==> src/include/cgl_defines.vh <==
`ifndef CGL_DEFINES_VH
`define CGL_DEFINES_VH

// ----------------------------------------
// Register byte offsets
// ----------------------------------------
`define CGL_OFF_PICK        12'h000
`define CGL_OFF_LINE_CFG    12'h004
`define CGL_OFF_SPAN        12'h008
`define CGL_OFF_LEVEL       12'h00C
`define CGL_OFF_LEVELS      12'h010
`define CGL_OFF_SOFT_PICK   12'h014
`define CGL_OFF_SOFT_VALUE  12'h018
`define CGL_OFF_SOFT_PACKED 12'h01C
`define CGL_OFF_CIRCUIT     12'h020

// ----------------------------------------
// Line configuration fields
// ----------------------------------------
`define CGL_CFG_DIR         0
`define CGL_CFG_FLIP        1
`define CGL_CFG_AUX         2
`define CGL_CFG_KIND        3
`define CGL_CFG_SRC_LO      8
`define CGL_CFG_SRC_HI      11

// ----------------------------------------
// Output source codes
// ----------------------------------------
`define CGL_SRC_OFF         4'h0
`define CGL_SRC_LINE0       4'h1
`define CGL_SRC_SOFT0       4'h5
`define CGL_SRC_CNT0        4'h9
`define CGL_SRC_CNT1        4'hA
`define CGL_SRC_LB0         4'hB
`define CGL_SRC_LB1         4'hC
`define CGL_SRC_EXPO        4'hD
`define CGL_SRC_FTW         4'hE

// ----------------------------------------
// Circuit type codes
// ----------------------------------------
`define CGL_FMT_TRISTATE    3'h1
`define CGL_FMT_OPTO        3'h5
`define CGL_FMT_OPENDRAIN   3'h6

// ----------------------------------------
// Timing
// ----------------------------------------
`define CGL_CLK_MHZ         24'h19
`define CGL_SPAN_W          16
`define CGL_CNT_W           24

`endif

==> src/verilog/cgl_gpio.v <==
// Behaviour
// - Four lines, selector picks configured line
// - Per-line direction input or output; lines 0 and 3 input only
// - Per-line inverter flips logic sense
// - Selected line status reads one when high
// - Packed status word, bit n is line n
// - Per-line deglitch and debounce widths in us
// - Deglitch changes after level held full width
// - Debounce passes first edge, then holds
// - Deglitch feeds debounce
// - Output source selector, lines give loopback
// - Sources: user, counter, logic, exposure, trigger-wait
// - Single value write sets picked user bit
// - Packed user word writes and reads all
// - Read-only circuit type per line
// - Line 3 is non-isolated input only
// - Line 2 bidirectional with 3.3 V option
// - Supply enable only on capable lines
`timescale 1ns/1ps
`default_nettype none
`include "cgl_defines.vh"

module cgl_gpio (
    // Clock and reset
    input  wire        pclk,
    input  wire        presetn,
    // APB slave
    input  wire        psel,
    input  wire        penable,
    input  wire        pwrite,
    input  wire [11:0] paddr,
    input  wire [31:0] pwdata,
    output reg  [31:0] prdata,
    output reg         pready,
    output reg         pslverr,
    // Connector lines
    input  wire [3:0]  line_in,
    output reg  [3:0]  line_out,
    output reg  [3:0]  line_oe,
    output reg         aux_supply_on,
    // Internal sources
    input  wire [1:0]  counter_active,
    input  wire [1:0]  logic_block,
    input  wire        exposure_active,
    input  wire        frame_trigger_wait,
    // Filtered levels for internal consumers
    output reg  [3:0]  line_level
);

    // ----------------------------------------
    // Configuration state
    // ----------------------------------------
    reg  [1:0]  io_line_pick;                  // Line addressed by per-line registers
    reg  [3:0]  dir_out;                       // One means output
    reg  [3:0]  io_polarity_flip;              // Per-line inverter
    reg  [3:0]  aux_en;                        // 3.3 V supply request per line
    reg         input_filter_kind;             // 0 deglitch, 1 debounce
    reg  [3:0]  output_drive_pick [0:3];       // Source code per line
    reg  [15:0] span_dg [0:3];                 // Deglitch width, us
    reg  [15:0] span_db [0:3];                 // Debounce width, us
    reg  [1:0]  soft_out_bit_pick;             // User bit addressed by value register
    reg  [3:0]  soft_out_packed;               // User output bits

    // Line capabilities
    wire [3:0]  can_out = 4'h6;                // Line 0 and 3 input only
    wire [3:0]  can_aux = 4'h4;                // Only line 2 carries the supply

    // Filter chain results
    wire [3:0]  filt;                          // After deglitch then debounce
    wire [3:0]  levels = filt ^ io_polarity_flip;

    // ----------------------------------------
    // APB decode
    // ----------------------------------------
    wire        acc = psel & penable & ~pready;
    wire        wr  = acc & pwrite;
    // Byte lanes below the word are ignored; unaligned offsets alias the word
    wire [11:0] a   = {paddr[11:2], 2'h0};
    wire [1:0]  p   = io_line_pick;

    // Circuit type of the picked line
    // Line 2 reports open drain only while it is set to drive
    reg  [2:0]  io_circuit_type;
    always @* begin
        case (p)
            2'h0:    io_circuit_type = `CGL_FMT_OPTO;
            2'h1:    io_circuit_type = `CGL_FMT_OPTO;
            2'h2:    io_circuit_type = dir_out[2] ? `CGL_FMT_OPENDRAIN : `CGL_FMT_TRISTATE;
            default: io_circuit_type = `CGL_FMT_TRISTATE;
        endcase
    end

    // Known offset check
    reg         hit;
    always @* begin
        case (a)
            `CGL_OFF_PICK, `CGL_OFF_LINE_CFG, `CGL_OFF_SPAN, `CGL_OFF_LEVEL,
            `CGL_OFF_LEVELS, `CGL_OFF_SOFT_PICK, `CGL_OFF_SOFT_VALUE,
            `CGL_OFF_SOFT_PACKED, `CGL_OFF_CIRCUIT: hit = 1'b1;
            default: hit = 1'b0;
        endcase
    end

    // Read mux
    reg  [31:0] rd;
    always @* begin
        rd = 32'h0;
        case (a)
            `CGL_OFF_PICK:        rd[1:0] = p;
            `CGL_OFF_LINE_CFG: begin
                rd[`CGL_CFG_DIR]  = dir_out[p];
                rd[`CGL_CFG_FLIP] = io_polarity_flip[p];
                rd[`CGL_CFG_AUX]  = aux_en[p];
                rd[`CGL_CFG_KIND] = input_filter_kind;
                rd[`CGL_CFG_SRC_HI:`CGL_CFG_SRC_LO] = output_drive_pick[p];
            end
            `CGL_OFF_SPAN:        rd[15:0] = input_filter_kind ? span_db[p] : span_dg[p];
            `CGL_OFF_LEVEL:       rd[0] = levels[p];
            `CGL_OFF_LEVELS:      rd[3:0] = levels;
            `CGL_OFF_SOFT_PICK:   rd[1:0] = soft_out_bit_pick;
            `CGL_OFF_SOFT_VALUE:  rd[0] = soft_out_packed[soft_out_bit_pick];
            `CGL_OFF_SOFT_PACKED: rd[3:0] = soft_out_packed;
            `CGL_OFF_CIRCUIT:     rd[2:0] = io_circuit_type;
            default:              rd = 32'h0;
        endcase
    end

    // ----------------------------------------
    // Register writes and bus answer
    // ----------------------------------------
    // One wait state: pready rises the cycle after the access phase starts
    integer i;
    always @(posedge pclk or negedge presetn) begin
        if (!presetn) begin
            io_line_pick      <= 2'h0;
            dir_out           <= 4'h0;
            io_polarity_flip  <= 4'h0;
            aux_en            <= 4'h0;
            input_filter_kind <= 1'b0;
            soft_out_bit_pick <= 2'h0;
            soft_out_packed   <= 4'h0;
            prdata            <= 32'h0;
            pready            <= 1'b0;
            pslverr           <= 1'b0;
            for (i = 0; i < 4; i = i + 1) begin
                output_drive_pick[i] <= `CGL_SRC_OFF;
                span_dg[i]           <= 16'h0;
                span_db[i]           <= 16'h0;
            end
        end else begin
            // One-cycle pulse; the ~pready term in acc stops a second take
            pready  <= acc;
            pslverr <= acc & ~hit;
            prdata  <= (acc & ~pwrite) ? rd : 32'h0;
            if (wr) begin
                case (a)
                    `CGL_OFF_PICK: io_line_pick <= pwdata[1:0];
                    `CGL_OFF_LINE_CFG: begin
                        dir_out[p]          <= pwdata[`CGL_CFG_DIR] & can_out[p];
                        io_polarity_flip[p] <= pwdata[`CGL_CFG_FLIP];
                        aux_en[p]           <= pwdata[`CGL_CFG_AUX] & can_aux[p];
                        input_filter_kind   <= pwdata[`CGL_CFG_KIND];
                        output_drive_pick[p] <= pwdata[`CGL_CFG_SRC_HI:`CGL_CFG_SRC_LO];
                    end
                    `CGL_OFF_SPAN: begin
                        if (input_filter_kind)
                            span_db[p] <= pwdata[15:0];
                        else
                            span_dg[p] <= pwdata[15:0];
                    end
                    `CGL_OFF_SOFT_PICK:   soft_out_bit_pick <= pwdata[1:0];
                    `CGL_OFF_SOFT_VALUE:
                        soft_out_packed[soft_out_bit_pick] <= pwdata[0];
                    `CGL_OFF_SOFT_PACKED: soft_out_packed <= pwdata[3:0];
                    default: ;
                endcase
            end
        end
    end

    // ----------------------------------------
    // Per-line filters and drivers
    // ----------------------------------------
    genvar g;
    generate
        for (g = 0; g < 4; g = g + 1) begin : ln
            // Widths in cycles; a zero width passes the signal straight on
            // The largest width times the cycles per microsecond still fits 24 bits
            wire [23:0] dg_lim = span_dg[g] * `CGL_CLK_MHZ;
            wire [23:0] db_lim = span_db[g] * `CGL_CLK_MHZ;
            reg  [23:0] dg_cnt;
            reg  [23:0] db_cnt;
            reg         dg_q;
            reg         db_q;
            reg         db_hold;

            // Deglitch: raw must differ for the full width before it is taken
            // A narrower width written mid-count takes effect at once through >=
            always @(posedge pclk or negedge presetn) begin
                if (!presetn) begin
                    dg_cnt <= 24'h0;
                    dg_q   <= 1'b0;
                end else if (line_in[g] == dg_q) begin
                    dg_cnt <= 24'h0;
                end else if (dg_cnt + 24'h1 >= dg_lim) begin
                    dg_q   <= line_in[g];
                    dg_cnt <= 24'h0;
                end else begin
                    dg_cnt <= dg_cnt + 24'h1;
                end
            end

            // Debounce fed by deglitch: first edge passes, then a lockout
            // The lockout starts only on a passed edge, so chatter cannot stretch it
            always @(posedge pclk or negedge presetn) begin
                if (!presetn) begin
                    db_q    <= 1'b0;
                    db_cnt  <= 24'h0;
                    db_hold <= 1'b0;
                end else if (db_hold) begin
                    if (db_cnt + 24'h1 >= db_lim) begin
                        db_hold <= 1'b0;
                        db_cnt  <= 24'h0;
                    end else begin
                        db_cnt <= db_cnt + 24'h1;
                    end
                end else if (dg_q != db_q) begin
                    db_q    <= dg_q;
                    db_hold <= (db_lim != 24'h0);
                    db_cnt  <= 24'h0;
                end
            end
            assign filt[g] = db_q;

            // Source multiplexer
            // Line and user codes use the low two bits minus one; code 4 wraps to 3
            reg src;
            always @* begin
                case (output_drive_pick[g])
                    4'h1, 4'h2, 4'h3, 4'h4:
                        src = levels[output_drive_pick[g][1:0] - 2'h1];
                    4'h5, 4'h6, 4'h7, 4'h8:
                        src = soft_out_packed[output_drive_pick[g][1:0] - 2'h1];
                    `CGL_SRC_CNT0: src = counter_active[0];
                    `CGL_SRC_CNT1: src = counter_active[1];
                    `CGL_SRC_LB0:  src = logic_block[0];
                    `CGL_SRC_LB1:  src = logic_block[1];
                    `CGL_SRC_EXPO: src = exposure_active;
                    `CGL_SRC_FTW:  src = frame_trigger_wait;
                    default:       src = 1'b0;
                endcase
            end

            // Pin driver; input lines ignore the source entirely
            // Data is held low on inputs so nothing stale shows when re-enabled
            always @(posedge pclk or negedge presetn) begin
                if (!presetn) begin
                    line_out[g] <= 1'b0;
                    line_oe[g]  <= 1'b0;
                end else begin
                    line_oe[g]  <= dir_out[g];
                    line_out[g] <= dir_out[g] & (src ^ io_polarity_flip[g]);
                end
            end
        end
    endgenerate

    // ----------------------------------------
    // Supply and level outputs
    // ----------------------------------------
    // The rail itself is slow; software must allow settling after a change
    // Only line 2 has the rail; other lines keep their enable bit at zero
    always @(posedge pclk or negedge presetn) begin
        if (!presetn) begin
            aux_supply_on <= 1'b0;
            line_level    <= 4'h0;
        end else begin
            aux_supply_on <= aux_en[2];
            line_level    <= levels;
        end
    end

endmodule // cgl_gpio
`default_nettype wire
==> config.mk <==
export PLATFORM = sky130hd
export DESIGN_NAME = cgl_gpio
export DESIGN_NICKNAME = d
export VERILOG_FILES = /design/src/verilog/cgl_gpio.v
export VERILOG_INCLUDE_DIRS = /design/src /design/src/include
export SDC_FILE = /design/constraint.sdc
export NUM_CORES = 2
export LEC_CHECK = 0
export BUFFER_PORTS_ARGS = -buffer_cell sky130_fd_sc_hd__buf_2
export CAP_MARGIN = 20
export CORE_MARGIN = 2
export CORE_UTILIZATION = 42
export DETAILED_ROUTE_END_ITERATION = 8
export GPL_TIMING_DRIVEN = 0
export PLACE_DENSITY = 0.58
export SLEW_MARGIN = 10
export SYNTH_ARGS = -nofsm -noshare
export SYNTH_HDL_FRONTEND = slang
export SYNTH_SLANG_ARGS = --single-unit
==> constraint.sdc <==
create_clock -name pclk -period 10.75 [get_ports pclk]
set_clock_uncertainty 0.2 [all_clocks]
set_input_delay 2.15 -clock pclk [delete_from_list [all_inputs] [get_ports pclk]]
set_output_delay 2.15 -clock pclk [all_outputs]
set_load 0.02 [all_outputs]
==> key figures <==
Logic synthesis
  • Ys async rst share: 100%
  • Yosys warns: 0
  • Number of enable flip-flop cells after synthesis: 0
  • Synth cell types: slightly above 90
  • Cell count after synthesis: approximately 3700
  • Synth area leaders: dfrtp_1, ha_1, inv_1, mux2_2, fa_1
  • Number of synthesized register bits: 400
  • Top-count cell post-synth: ha_1
  • Cell area after synthesis: around 36000 µm²
  • Post-synth top area share: around 28%
  • Syn Area/Cell: 9.81 µm²
  • Most instantiated cells after synthesis: ha_1, inv_1, dfrtp_1, nand2_1, mux2_2
  • Seq/Total Area, Yosys: between 20% and 30%
  • Ys flop type: dfrtp_1
  • Post-synth top area cell: dfrtp_1

STA
  • RSZ-0062 raised after global routing: no
  • Post-layout min period: a little over 6 ns
  • Final setup violation count: 0
  • Final hold violations: 0
  • Final Cycle Share: between 50 and 60%
  • Worst slew pin tran: ~1 ns
  • Hold WS: between 0.2 and 0.3 ns
  • Final Max Slew Viols: 0
  • Relative slew slack: about a third
  • Post-Route Setup TNS: 0 ns
  • Max Clk Rate: roughly 0.16 GHz

Routing
  • Final wirelength: between 80000 and 90000 µm
  • Wire per inst: 17.4 µm
  • Vias: approximately 27000
  • Pre-antenna DRT Iters: 5
  • Antenna-violating nets left: 0
  • DR vias/cell: 5.28
  • DRC viols: 0
  • Initial DRC Count: ~1300

Setup path
  • RR Startpoint: span_dg[35]
  • Critical path peak fanout: 10
  • Worst R2R Path Depth: 21
  • Slowest-stage cell, CP: a2111oi_0
  • WP depth: 21
  • Critical path, cell by cell: ha_1 > ha_1 > fa_1 > ha_1 > nor2b_1 > o21ai_0 > a21boi_0 > o21ai_0 > a21boi_0 > o21a_1 > o21ai_0 > a21oi_1 > a2111oi_0 > ha_1 > nand4_1 > or3_1 > o2111ai_1 > a41oi_1 > o2111ai_1 > clkbuf_1 > nor2b_1
  • Crit. End Element: register
  • Crit path launch type: register
  • Worst Path Arrival: 6.40 ns
  • Reg2reg setup slack: roughly 4.6 ns
  • Crit path launch: span_dg[35]
  • Critical path type: register to register
  • Buffers & Inverters on Critical Path: 1
  • Critical path's largest stage delay: 0.62 ns
  • Crit-path leading delay family: compound AO/OA/AOI/OAI gates
  • Crit-path most repeated cell: ha_1
  • Required time of the critical path: 11.02 ns

Worst hold path
  • Hold_sp: dir_out[1]
  • Worst min path class: register to register
  • WHS Path Cells: 0

Clock tree
  • Cts repair resizes: 0
  • Clk_lat worst skew: a little over 0.6 ns
  • CTS tree: yes
  • Register clock-pin slew on the reported worst setup and hold paths: around 0.06 ns
  • Htree depth: 2
  • Post-CTS Setup Bufs: 0
  • Root Buffer: clkbuf_16
  • Hold_buf cts: 0
  • CTS Buf Count: 50
  • Worst-case clock buffer depth: 3
  • Clock sink count: 400

Die
  • Die X: approximately 300 µm
  • Die H: 298 µm
  • Core area: about 85000 µm²
  • Row cnt: about 110
  • Die area: 88700 µm²
  • Ports: ~110
  • Initial core utilization: between 40% and 50%

Global routing
  • Global-route wire length before repair: roughly 140000 µm
  • Number of global-route vias before repair: 26501
  • Initial antenna violation count: 10
  • Largest net degree at the start of global routing: slightly below 100
  • Gr usage total: between 10% and 20%
  • Grt total ovfl: 0

Layout
  • P&R area growth vs syn: 10.3%
  • Fillers: 8206
  • Post-layout net count: 4613
  • Register area: ~10000 µm²
  • Area of the multi-input gates: about 24000 µm²
  • Ratio of cells with drive above 1 in the final layout: a little under an eighth

Pwr
  • Clock power share: about 52%
  • Internal: 2.65 mW
  • Switching power: slightly above 0.8 mW
  • Gate power share: slightly below 4%
  • Flop pwr share: 44.0%
  • Switching part of the total: 23.3%
  • Pleak: between 20 and 25 nW
  • Worst vdd ir: 0.0000878 V
  • Power density cells: slightly below 90 nW/µm²

Placement
  • Post-DP HPWL: 69200 µm
  • IO buf count: between 60 and 70
  • Placer Congestion: 0.874

Run
  • Max-cap violation count: 0

Status
  • Status: complete, no violations
-- flip-flops by register name, summed over array words and instances, names as in the netlist, 16 cells and up --
name,cells
prdata,16
ln.db_cnt,96
span_db,64
ln.dg_cnt,96
output_drive_pick,16
span_dg,64
-- placed cells by master (no fill, tap or decap), drive strengths merged, types with 126 or more instances in the layout --
master | Yosys | routed
ha | 619 | 619
inv | 509 | 511
dfrtp | 400 | 400
nand2 | 202 | 202
mux2 | 164 | 164
xnor2 | 153 | 153
nor2 | 134 | 134
xor2 | 131 | 131
o21ai | 130 | 130
a21oi | 126 | 126
-- through the flow --
step	setup WS, ns	utilization (%)	instances	total power, mW	instance area, µm²
global placement	-1.36	44.7	4933	1.68	38100
detailed placement	4.58	44.8	4937	1.68	38200
CTS	4.55	46.9	5021	3.50	40000
global route	4.02	46.9	5023	3.57	40000
finish	4.62	46.9	5025	3.46	40000
floorplan	5.40	-	3720	1.60	36300
-- power groups by stage --
stage	logic (mW)	clock network [mW]	registers, mW
4_1_cts	0.138	1.85	1.52
3_5_place_dp	0.137	0	1.55
5_1_grt	0.150	1.90	1.52
6_report	0.135	1.80	1.52
2_1_floorplan	0.0573	0	1.55
3_3_place_gp	0.131	0	1.55
-- path summary, 6_finish.rpt --
path / endpoint
min: line_oe[1]
min in group asynchronous: ln[1].dg_cnt[20]
min reg2reg: line_oe[1]
max reg2reg: ln[1].dg_cnt[16]
max in group asynchronous: ln[3].db_cnt[1]
max: ln[1].dg_cnt[16]
-- metal layers --
layer,track usage (%),wire (µm),up-vias
met5,0,80,-
li1,-,-,13221
met2,32.4,39200,400
met4,5.75,2490,12
met3,2.87,3410,150
met1,27.7,42100,12769
-- logic make-up (layout without fill, tap and decap cells) --
| kind of cell | Yosys count | after routing | share of synthesized area [%] |
|---|---|---|---|
| AND/OR/NAND/NOR | 892 | 892 | 13.3 |
| adder cells (fa/ha/maj) | 707 | 707 | 26.2 |
| buffers and inverters | 593 | 752 | 6.45 |
| AO/OA/AOI/OAI | 592 | 592 | 11.1 |
| flip-flops | 400 | 400 | 27.6 |
| XOR/XNOR | 284 | 284 | 6.86 |
| multiplexers | 224 | 224 | 8.44 |
| other | 1 | 30 | 0.0103 |
-- cell type report --
cell class,instances,area share (%)
Buffer,84,1.07
Antenna cell,2,0.0125
Tap cell,1144,3.58
Sequential cell,400,25.0
Clock inverter,17,0.767
Multi-Input combinational cell,2727,60.0
Timing Repair Buffer,75,1.22
Inverter,509,4.78
Clock buffer,67,3.51
(Power assumes the default switching activity.)
